**src/dtpm_defines.svh**
```systemverilog
`ifndef DTPM_DEFINES_SVH
`define DTPM_DEFINES_SVH

// Register byte offsets
`define DTPM_OFF_CNT1   8'h00
`define DTPM_OFF_CNT2   8'h04
`define DTPM_OFF_RELA   8'h08
`define DTPM_OFF_RELB   8'h0c
`define DTPM_OFF_PRSC   8'h10
`define DTPM_OFF_CLKC   8'h14
`define DTPM_OFF_MODE   8'h18
`define DTPM_OFF_IEN    8'h1c
`define DTPM_OFF_PEND   8'h20
`define DTPM_OFF_ICLR   8'h24

// Field positions
`define DTPM_SEL1_LSB   0
`define DTPM_SEL2_LSB   2
`define DTPM_MODE_LSB   0
`define DTPM_TOG_BIT    2
`define DTPM_INIT_BIT   3
`define DTPM_PND_A      0
`define DTPM_PND_B      1
`define DTPM_PND_C      2
`define DTPM_PND_D      3

// Reset value and counting constants
`define DTPM_RST_ALL    '0
`define DTPM_CAP_PRESET 16'hffff
`define DTPM_CNT_ONE    16'h0001
`define DTPM_DIV_ONE    5'h01

`endif

```
**src/dtpm_pkg.sv**
```systemverilog
package dtpm_pkg;

   // Counter clock source choices
   typedef enum logic [1:0] {src_off, src_presc, src_slow} dtpm_src_type;

   // Operating modes
   typedef enum logic [1:0] {mode_pwm, mode_capture, mode_dual}
      dtpm_mode_type;

   // State of the clock source module
   typedef struct packed {
      logic [4:0] pcnt;
      logic       presc_tick;
      logic [1:0] sync;
      logic       prev;
      logic       slow_tick;
   } dtpm_clk_state_type;

   // State of the timer top
   typedef struct packed {
      logic [15:0]   cnt1;
      logic [15:0]   cnt2;
      logic [15:0]   rel_a;
      logic [15:0]   rel_b;
      logic [4:0]    div;
      dtpm_src_type  sel1;
      dtpm_src_type  sel2;
      dtpm_mode_type mode;
      logic          tog_en;
      logic          init_lvl;
      logic [3:0]    ien;
      logic [3:0]    pend;
      logic          next_b;
      logic          pin;
      logic          pin_oe;
      logic [1:0]    pin_sync;
      logic          pin_prev;
      logic          wr_pend;
      logic [7:0]    wr_addr;
      logic [31:0]   rdata;
      logic          ready;
      logic          resp;
      logic          irq1;
      logic          irq2;
   } dtpm_state_type;

endpackage : dtpm_pkg

```
**src/dtpm_clk_src.sv**
```systemverilog
`timescale 1ns/1ps
`include "dtpm_defines.svh"

module dtpm_clk_src (
   input  wire logic       ref_clk_i,
   input  wire logic       srst_i,
   input  wire logic [4:0] div_i,
   input  wire logic       slow_clk_i,
   output logic            presc_tick_o,
   output logic            slow_tick_o
);

   dtpm_pkg::dtpm_clk_state_type q_q;
   dtpm_pkg::dtpm_clk_state_type q_d;

   // Prescaler and slow clock synchroniser
   always_comb begin
      q_d = q_q;
      if (q_q.pcnt == 5'h00) begin
         q_d.pcnt       = div_i;
         q_d.presc_tick = 1'b1;
      end else begin
         q_d.pcnt       = q_q.pcnt - `DTPM_DIV_ONE;
         q_d.presc_tick = 1'b0;
      end
      q_d.sync      = {q_q.sync[0], slow_clk_i};
      q_d.prev      = q_q.sync[1];
      q_d.slow_tick = q_q.sync[1] & ~q_q.prev;
   end

   // State register
   always_ff @(posedge ref_clk_i) begin
      if (srst_i) begin
         q_q <= `DTPM_RST_ALL;
      end else begin
         q_q <= q_d;
      end
   end

   assign presc_tick_o = q_q.presc_tick;
   assign slow_tick_o  = q_q.slow_tick;
endmodule : dtpm_clk_src

```
**src/dtpm_timer.sv**
```systemverilog
// Register access over AHB-Lite and the register offsets are this design's own decisions.
`timescale 1ns/1ps
`include "dtpm_defines.svh"

// Functional notes
// - Two 16-bit down counters plus two 16-bit reload or capture registers.
// - Each counter picks off, prescaled system clock, or slow clock.
// - Prescaler: 5-bit divisor and down counter, divides by divisor plus one.
// - Reset clears prescale divisor and prescaler down counter.
// - Slow clock is synchronised to the system clock before counting.
// - Stopped system clock simply freezes both counters.
// - After reset both timers are off until software configures them.
// - Three modes: PWM, input capture, dual independent timer.
// - PWM: counter one reloads alternately from A then B on underflow.
// - Any stop and restart makes the next reload come from A.
// - When enabled, pin toggles on every counter one underflow outside capture mode.
// - Reload A and reload B interrupts each have their own enable.
// - Each counter one reload from A or B sets its pending flag.
// - Counter two counts down on its own selected clock.
// - Counter two underflow raises interrupt when its enable is set.
// - Sources A, B, C share line one; D drives line two.
// - With toggling enabled, pin starts at the initial-level bit.
module dtpm_timer (
   input  wire logic        ref_clk_i,
   input  wire logic        srst_i,
   input  wire logic        hsel_i,
   input  wire logic [31:0] haddr_i,
   input  wire logic [1:0]  htrans_i,
   input  wire logic        hwrite_i,
   input  wire logic [2:0]  hsize_i,
   input  wire logic [31:0] hwdata_i,
   input  wire logic        hready_i,
   output logic      [31:0] hrdata_o,
   output logic             hreadyout_o,
   output logic             hresp_o,
   input  wire logic        slow_clk_i,
   input  wire logic        timer_io_pin_i,
   output logic             timer_io_pin_o,
   output logic             timer_io_pin_oe_o,
   output logic             timer_irq1_o,
   output logic             timer_irq2_o
);

   dtpm_pkg::dtpm_state_type q_q;
   dtpm_pkg::dtpm_state_type q_d;
   logic                     presc_tick;
   logic                     slow_tick;
   logic                     tick1;
   logic                     tick2;
   logic                     uf1;
   logic                     uf2;
   logic                     pin_rise;
   logic                     wr_cnt1;
   logic                     wr_cnt2;
   logic [31:0]              wd;

   // Selected source to a counting tick
   function automatic logic src_tick(input dtpm_pkg::dtpm_src_type s,
                                     input logic p,
                                     input logic w);
      logic t;
      t = 1'b0;
      unique case (s)
         dtpm_pkg::src_off:   t = 1'b0;
         dtpm_pkg::src_presc: t = p;
         dtpm_pkg::src_slow:  t = w;
      endcase
      return t;
   endfunction : src_tick

   // Written selector code to source, unused code means off
   function automatic dtpm_pkg::dtpm_src_type decode_src(
      input logic [1:0] v);
      dtpm_pkg::dtpm_src_type s;
      s = dtpm_pkg::src_off;
      unique case (v)
         2'h1:    s = dtpm_pkg::src_presc;
         2'h2:    s = dtpm_pkg::src_slow;
         default: s = dtpm_pkg::src_off;
      endcase
      return s;
   endfunction : decode_src

   // Written mode code to mode, unused code falls back to PWM
   function automatic dtpm_pkg::dtpm_mode_type decode_mode(
      input logic [1:0] v);
      dtpm_pkg::dtpm_mode_type m;
      m = dtpm_pkg::mode_pwm;
      unique case (v)
         2'h1:    m = dtpm_pkg::mode_capture;
         2'h2:    m = dtpm_pkg::mode_dual;
         default: m = dtpm_pkg::mode_pwm;
      endcase
      return m;
   endfunction : decode_mode

   // Register read mux, unmapped offsets read zero
   function automatic logic [31:0] rd_word(input logic [7:0] a,
      input dtpm_pkg::dtpm_state_type s);
      logic [31:0] r;
      r = 32'h0000_0000;
      case (a)
         `DTPM_OFF_CNT1: r[15:0] = s.cnt1;
         `DTPM_OFF_CNT2: r[15:0] = s.cnt2;
         `DTPM_OFF_RELA: r[15:0] = s.rel_a;
         `DTPM_OFF_RELB: r[15:0] = s.rel_b;
         `DTPM_OFF_PRSC: r[4:0]  = s.div;
         `DTPM_OFF_CLKC: begin
            r[`DTPM_SEL1_LSB +: 2] = s.sel1;
            r[`DTPM_SEL2_LSB +: 2] = s.sel2;
         end
         `DTPM_OFF_MODE: begin
            r[`DTPM_MODE_LSB +: 2] = s.mode;
            r[`DTPM_TOG_BIT]       = s.tog_en;
            r[`DTPM_INIT_BIT]      = s.init_lvl;
         end
         `DTPM_OFF_IEN:  r[3:0] = s.ien;
         `DTPM_OFF_PEND: r[3:0] = s.pend;
         default:        r = 32'h0000_0000;
      endcase
      return r;
   endfunction : rd_word

   // Prescaler and slow clock synchroniser
   dtpm_clk_src u_clk_src (
      .ref_clk_i    (ref_clk_i),
      .srst_i       (srst_i),
      .div_i        (q_q.div),
      .slow_clk_i   (slow_clk_i),
      .presc_tick_o (presc_tick),
      .slow_tick_o  (slow_tick)
   );

   // Ticks, underflows and pending bus writes
   always_comb begin
      tick1    = src_tick(q_q.sel1, presc_tick, slow_tick);
      tick2    = src_tick(q_q.sel2, presc_tick, slow_tick);
      uf1      = tick1 && q_q.cnt1 == 16'h0000;
      uf2      = tick2 && q_q.cnt2 == 16'h0000;
      pin_rise = q_q.pin_sync[1] & ~q_q.pin_prev;
      wr_cnt1  = q_q.wr_pend && q_q.wr_addr == `DTPM_OFF_CNT1;
      wr_cnt2  = q_q.wr_pend && q_q.wr_addr == `DTPM_OFF_CNT2;
      wd       = hwdata_i;
   end

   // Next state of the whole timer
   always_comb begin
      q_d = q_q;
      // Timer pin input synchroniser
      q_d.pin_sync = {q_q.pin_sync[0], timer_io_pin_i};
      q_d.pin_prev = q_q.pin_sync[1];
      // Software clear first so a same-cycle event still sets its flag
      if (q_q.wr_pend && q_q.wr_addr == `DTPM_OFF_ICLR) begin
         q_d.pend = q_q.pend & ~wd[3:0];
      end
      // Counter one, a clock off leaves it frozen
      if (uf1) begin
         unique case (q_q.mode)
            dtpm_pkg::mode_pwm: begin
               q_d.cnt1   = q_q.next_b ? q_q.rel_b : q_q.rel_a;
               q_d.next_b = ~q_q.next_b;
               if (q_q.next_b) begin
                  q_d.pend[`DTPM_PND_B] = 1'b1;
               end else begin
                  q_d.pend[`DTPM_PND_A] = 1'b1;
               end
            end
            dtpm_pkg::mode_capture: begin
               q_d.cnt1              = `DTPM_CAP_PRESET;
               q_d.pend[`DTPM_PND_C] = 1'b1;
            end
            dtpm_pkg::mode_dual: begin
               q_d.cnt1              = q_q.rel_a;
               q_d.pend[`DTPM_PND_A] = 1'b1;
            end
         endcase
      end else if (tick1) begin
         q_d.cnt1 = q_q.cnt1 - `DTPM_CNT_ONE;
      end
      // Capture of counter one on a rising pin edge
      if (q_q.mode == dtpm_pkg::mode_capture && pin_rise) begin
         q_d.rel_a             = q_q.cnt1;
         q_d.pend[`DTPM_PND_A] = 1'b1;
         if (q_q.tog_en) begin
            q_d.cnt1 = `DTPM_CAP_PRESET;
         end
      end
      // Stopped or outside PWM: next reload comes from A
      if (q_q.sel1 == dtpm_pkg::src_off ||
          q_q.mode != dtpm_pkg::mode_pwm) begin
         q_d.next_b = 1'b0;
      end
      // Counter two, general timer reloading from B
      if (uf2) begin
         q_d.cnt2              = q_q.rel_b;
         q_d.pend[`DTPM_PND_D] = 1'b1;
      end else if (tick2) begin
         q_d.cnt2 = q_q.cnt2 - `DTPM_CNT_ONE;
      end
      // Timer pin: rest level while stopped, toggle on underflow outside capture mode
      if (!q_q.tog_en || q_q.sel1 == dtpm_pkg::src_off) begin
         q_d.pin = q_q.init_lvl;
      end else if (uf1 && q_q.mode != dtpm_pkg::mode_capture) begin
         q_d.pin = ~q_q.pin;
      end
      q_d.pin_oe = q_q.tog_en && q_q.mode != dtpm_pkg::mode_capture;
      // Bus write data phase, software write beats the counter
      if (q_q.wr_pend) begin
         case (q_q.wr_addr)
            `DTPM_OFF_CNT1: q_d.cnt1  = wd[15:0];
            `DTPM_OFF_CNT2: q_d.cnt2  = wd[15:0];
            `DTPM_OFF_RELA: q_d.rel_a = wd[15:0];
            `DTPM_OFF_RELB: q_d.rel_b = wd[15:0];
            `DTPM_OFF_PRSC: q_d.div   = wd[4:0];
            `DTPM_OFF_CLKC: begin
               q_d.sel1 = decode_src(wd[`DTPM_SEL1_LSB +: 2]);
               q_d.sel2 = decode_src(wd[`DTPM_SEL2_LSB +: 2]);
            end
            `DTPM_OFF_MODE: begin
               q_d.mode     = decode_mode(wd[`DTPM_MODE_LSB +: 2]);
               q_d.tog_en   = wd[`DTPM_TOG_BIT];
               q_d.init_lvl = wd[`DTPM_INIT_BIT];
            end
            `DTPM_OFF_IEN:  q_d.ien = wd[3:0];
            default: ;
         endcase
      end
      // Bus address phase
      q_d.wr_pend = 1'b0;
      if (hsel_i && hready_i && htrans_i[1]) begin
         q_d.wr_pend = hwrite_i;
         q_d.wr_addr = haddr_i[7:0];
         if (!hwrite_i) begin
            q_d.rdata = rd_word(haddr_i[7:0], q_q);
         end
      end
      q_d.ready = 1'b1;
      q_d.resp  = 1'b0;
      // Interrupt lines from enabled pending sources
      q_d.irq1 = |(q_d.pend[2:0] & q_d.ien[2:0]);
      q_d.irq2 = q_d.pend[`DTPM_PND_D] & q_d.ien[`DTPM_PND_D];
   end

   // State register; all selectors off after reset
   always_ff @(posedge ref_clk_i) begin
      if (srst_i) begin
         q_q <= `DTPM_RST_ALL;
      end else begin
         q_q <= q_d;
      end
   end

   // Outputs straight from the state register
   assign hrdata_o          = q_q.rdata;
   assign hreadyout_o       = q_q.ready;
   assign hresp_o           = q_q.resp;
   assign timer_io_pin_o    = q_q.pin;
   assign timer_io_pin_oe_o = q_q.pin_oe;
   assign timer_irq1_o      = q_q.irq1;
   assign timer_irq2_o      = q_q.irq2;
endmodule : dtpm_timer

```
**config.mk**
```make
export PLATFORM = sky130hd
export DESIGN_NAME = dtpm_timer
export DESIGN_NICKNAME = d
export VERILOG_FILES = /design/src/dtpm_pkg.sv /design/src/dtpm_clk_src.sv /design/src/dtpm_timer.sv
export VERILOG_INCLUDE_DIRS = /design/src
export SDC_FILE = /design/constraint.sdc
export NUM_CORES = 1
export LEC_CHECK = 0
export BUFFER_PORTS_ARGS = -buffer_cell sky130_fd_sc_hd__buf_2
export CAP_MARGIN = 20
export CORE_MARGIN = 2
export CORE_UTILIZATION = 38
export CTS_BUF_LIST = sky130_fd_sc_hd__clkbuf_2
export DETAILED_ROUTE_END_ITERATION = 10
export HOLD_SLACK_MARGIN = 0.08
export PLACE_DENSITY = 0.68
export SLEW_MARGIN = 20
export SYNTH_ARGS = -nofsm -noshare
export SYNTH_HDL_FRONTEND = slang
export SYNTH_SLANG_ARGS = --single-unit
```
**constraint.sdc**
```tcl
create_clock -name ref_clk_i -period 4.4 [get_ports ref_clk_i]
set_input_delay 1.32 -clock ref_clk_i [delete_from_list [all_inputs] [get_ports ref_clk_i]]
set_output_delay 1.32 -clock ref_clk_i [all_outputs]
set_load 0.005 [all_outputs]
```
==> impl_results.md <==
* Async set-reset flop share out of synthesis at 0
* Commonest non-fill, non-tap cell in the layout: dfxtp_1
* Commonest cells after routing, fill and taps aside: 129 x dfxtp_1, 84 x nor2_1, 62 x mux2i_1
* Seq. cell area at 2580 um2
* Detailed Place HPWL at 14300 um
* Critical R2R Launch: q_q[65]
* Post-Place Setup Slack at 1.21 ns
* Clock skew at 0.0397 ns
* Critical Path Source: q_q[65]
* Synthesized area per cell at 8.82 um2
* # fillers at 1834
* Number of enable flip-flop cells after synthesis at 0
* Max-slew violations at 0
* Number of port buffers at 52
* Design Area, Final at 7610 um2
* Final-stage net count at 914
* TNS Setup at 0 ns
* Largest net degree at the start of global routing at 44
* Total GRT Usage at 0.204
* Hold Path Class: reg -> reg
* Status: finished clean
* Share of the synthesized area in the top cell type at 0.360
* # setup viols final at 0
* Power Dens Cells at 291 nW/um2
* Initial core utilization at 0.386
* Vias at 6236
* Clk slew on worst S/H paths at 0.19 ns
* Skew-Pair Late Insertion Delay at 0.74 ns
* FF+latch count, synth at 129
* Site row count at 50
* Share of layout cells above drive strength 1 at 0.148
* Cts bufs inserted at 17
* Multi-input logic area at 4090 um2
* GPL Wtd Cong at 0.893
* DIE WIDTH at 141 um
* Cell area after placement at 7380 um2
* Synth area leader: dfxtp_1
* Critical Path End: q_q[134]
* H-tree depth at 4
* Yosys cell types at 71
* Die ar. at 20000 um2
* Layout area overhead at 6.29%
* Setup Fix Bufs, Post-CTS at 0
* RSZ-0062 raised after global routing: no
* Die span in y at 141 um
* Final core utilization at 0.410
* Hold Fails Final Rpt at 0
* Warnings from Yosys at 0
* DR WL met3 at 1710 um
* R2R depth at 7
* Router iterations before antenna repair at 5
* Initial antenna violation count at 1
* Longest Clk Path Bufs at 2
* Period utilization at 0.696
* Fin crit period at 3.06 ns
* Max Used Layer: met4
* R2R Setup Slk at 1.34 ns
* IO Count at 114
* Via/cell ratio at 5.81
* Post-route ant nets at 0
* Reg2reg end: q_q[134]
* P_leak at 2.95 nW
* Slew HR at 0.297
* Largest cells by area after synthesis: dfxtp_1 36%, mux2i_1 8.7%, a211oi_1 4.8%
* Final Worst Setup Slack at 1.34 ns
* Element type at the critical path start: register
* Mapped Cells at 812
* Syn Std Cell Area at 7160 um2
* Worst Tran Pin Value at 1.05 ns
* Reported max-cap violation count at 0
* Total grt overflow at 0
* CTS root buf: clkbuf_2
* Metal1 wirelength at 8730 um
* DRC errors left at 0
* WL met2 at 9390 um
* Synth Flop Type: dfxtp_1
* Core box area at 18600 um2
* Post-synthesis sequential area ratio at 0.360
* VDD IR max at 0.116 mV
* Setup CP Type: reg -> reg
* # hold bufs at CTS at 0
* Total wire length at 20300 um
* Maximum fanout along the worst path at 12
* Post-CTS resize count at 0
* TritonCTS clock tree: built
* Max Fclk at 327 MHz
* DR WL/cell at 18.9 um
* WP data arrival at 3.66 ns
* Initial DRC count at 676
* CTS sink count at 129
* Global-route wire length before repair at 31800 um
* CP Capture Type: register
* Number of global-route vias before repair at 5562
* CP required at 4.99 ns
[cells in the mapped netlist, types with 6 or more instances]
cell,instances
a21oi_1,53
a211oi_1,46
mux4_2,14
a22oi_1,8
dfxtp_1,129
buf_2,6
xnor2_1,16
and3_1,7
o21ai_0,35
nand2_1,54
nand4_1,10
nor3_1,20
nor2_1,84
clkbuf_1,36
buf_4,33
mux2i_1,62
nand3_1,16
inv_1,20
a22o_1,13
nor4_1,13
ha_1,13
nor2b_1,25
xor2_1,7
[metal layers]
layer,global-route usage,vias to the layer above
met5,0,-
met4,0.0679,0
met3,0.0432,34
met2,0.318,292
met1,0.281,2966
li1,-,2944
[metrics by stage]
step	power, mW	cells	hold WS (ns)
4_1_cts	2.23	1072	0.400
2_1_floorplan	1.43	828	0.367
5_1_grt	2.31	1073	0.426
3_5_place_dp	1.49	1040	0.377
6_report	2.21	1073	0.399
3_3_place_gp	1.49	1040	0.371
[area by class of cell]
| class | instances | area share |
|---|---|---|
| inverters | 20 | 0.00986 |
| diodes | 1 | 0.000329 |
| clock inverters | 15 | 0.0196 |
| multi-input cells | 595 | 0.537 |
| clock buffers | 17 | 0.0112 |
| repair buffers | 62 | 0.0440 |
| well taps | 234 | 0.0384 |
| flip-flops and latches | 129 | 0.339 |
[state kept, by name (all words and copies together), names as in the netlist]
signal and flops:
u_clk_src.slow_tick_o 1, timer_io_pin_oe_o 1, hrdata_o 16, hreadyout_o 1, timer_irq1_o 1, u_clk_src.q_d 2, timer_irq2_o 1, u_clk_src.q_q 6
q_d 2, q_q 96, u_clk_src.presc_tick_o 1, timer_io_pin_o 1
[worst max-delay path, stage by stage (launching register included)]
cell and delay, ns:
dfxtp_1 0.46, inv_1 0.09, ha_1 0.35, nor3b_1 0.48, and3_1 0.29, nand2_1 0.34
a211oi_1 0.74, a211oi_1 0.17
[where the power goes]
group / switching (mW) / internal (mW)
logic: 0.147 / 0.0909
clock network: 0.445 / 0.302
registers: 0.0292 / 1.20
total: 0.621 / 1.59
[logic make-up after synthesis]
logic type	Yosys count	synth area share
AO/OA/AOI/OAI	188	0.174
XOR/XNOR	23	0.0281
adder cells (fa/ha/maj)	13	0.0227
buffers and inverters	104	0.0775
flip-flops	129	0.360
multiplexers	77	0.134
other	1	0.000523
AND/OR/NAND/NOR	277	0.202
[how the worst min path moves through the flow]
stage	startpoint	end	cells past startpoint
after CTS	u_clk_src.q_q[1]	u_clk_src.slow_tick_o	1
after global placement	u_clk_src.q_q[1]	u_clk_src.slow_tick_o	1
final	u_clk_src.q_q[1]	u_clk_src.slow_tick_o	1
after floorplan	u_clk_src.q_q[1]	u_clk_src.slow_tick_o	1
after global routing	u_clk_src.q_q[1]	u_clk_src.slow_tick_o	1
after detailed placement	u_clk_src.q_q[1]	u_clk_src.slow_tick_o	1
(Power assumes the default switching activity.)
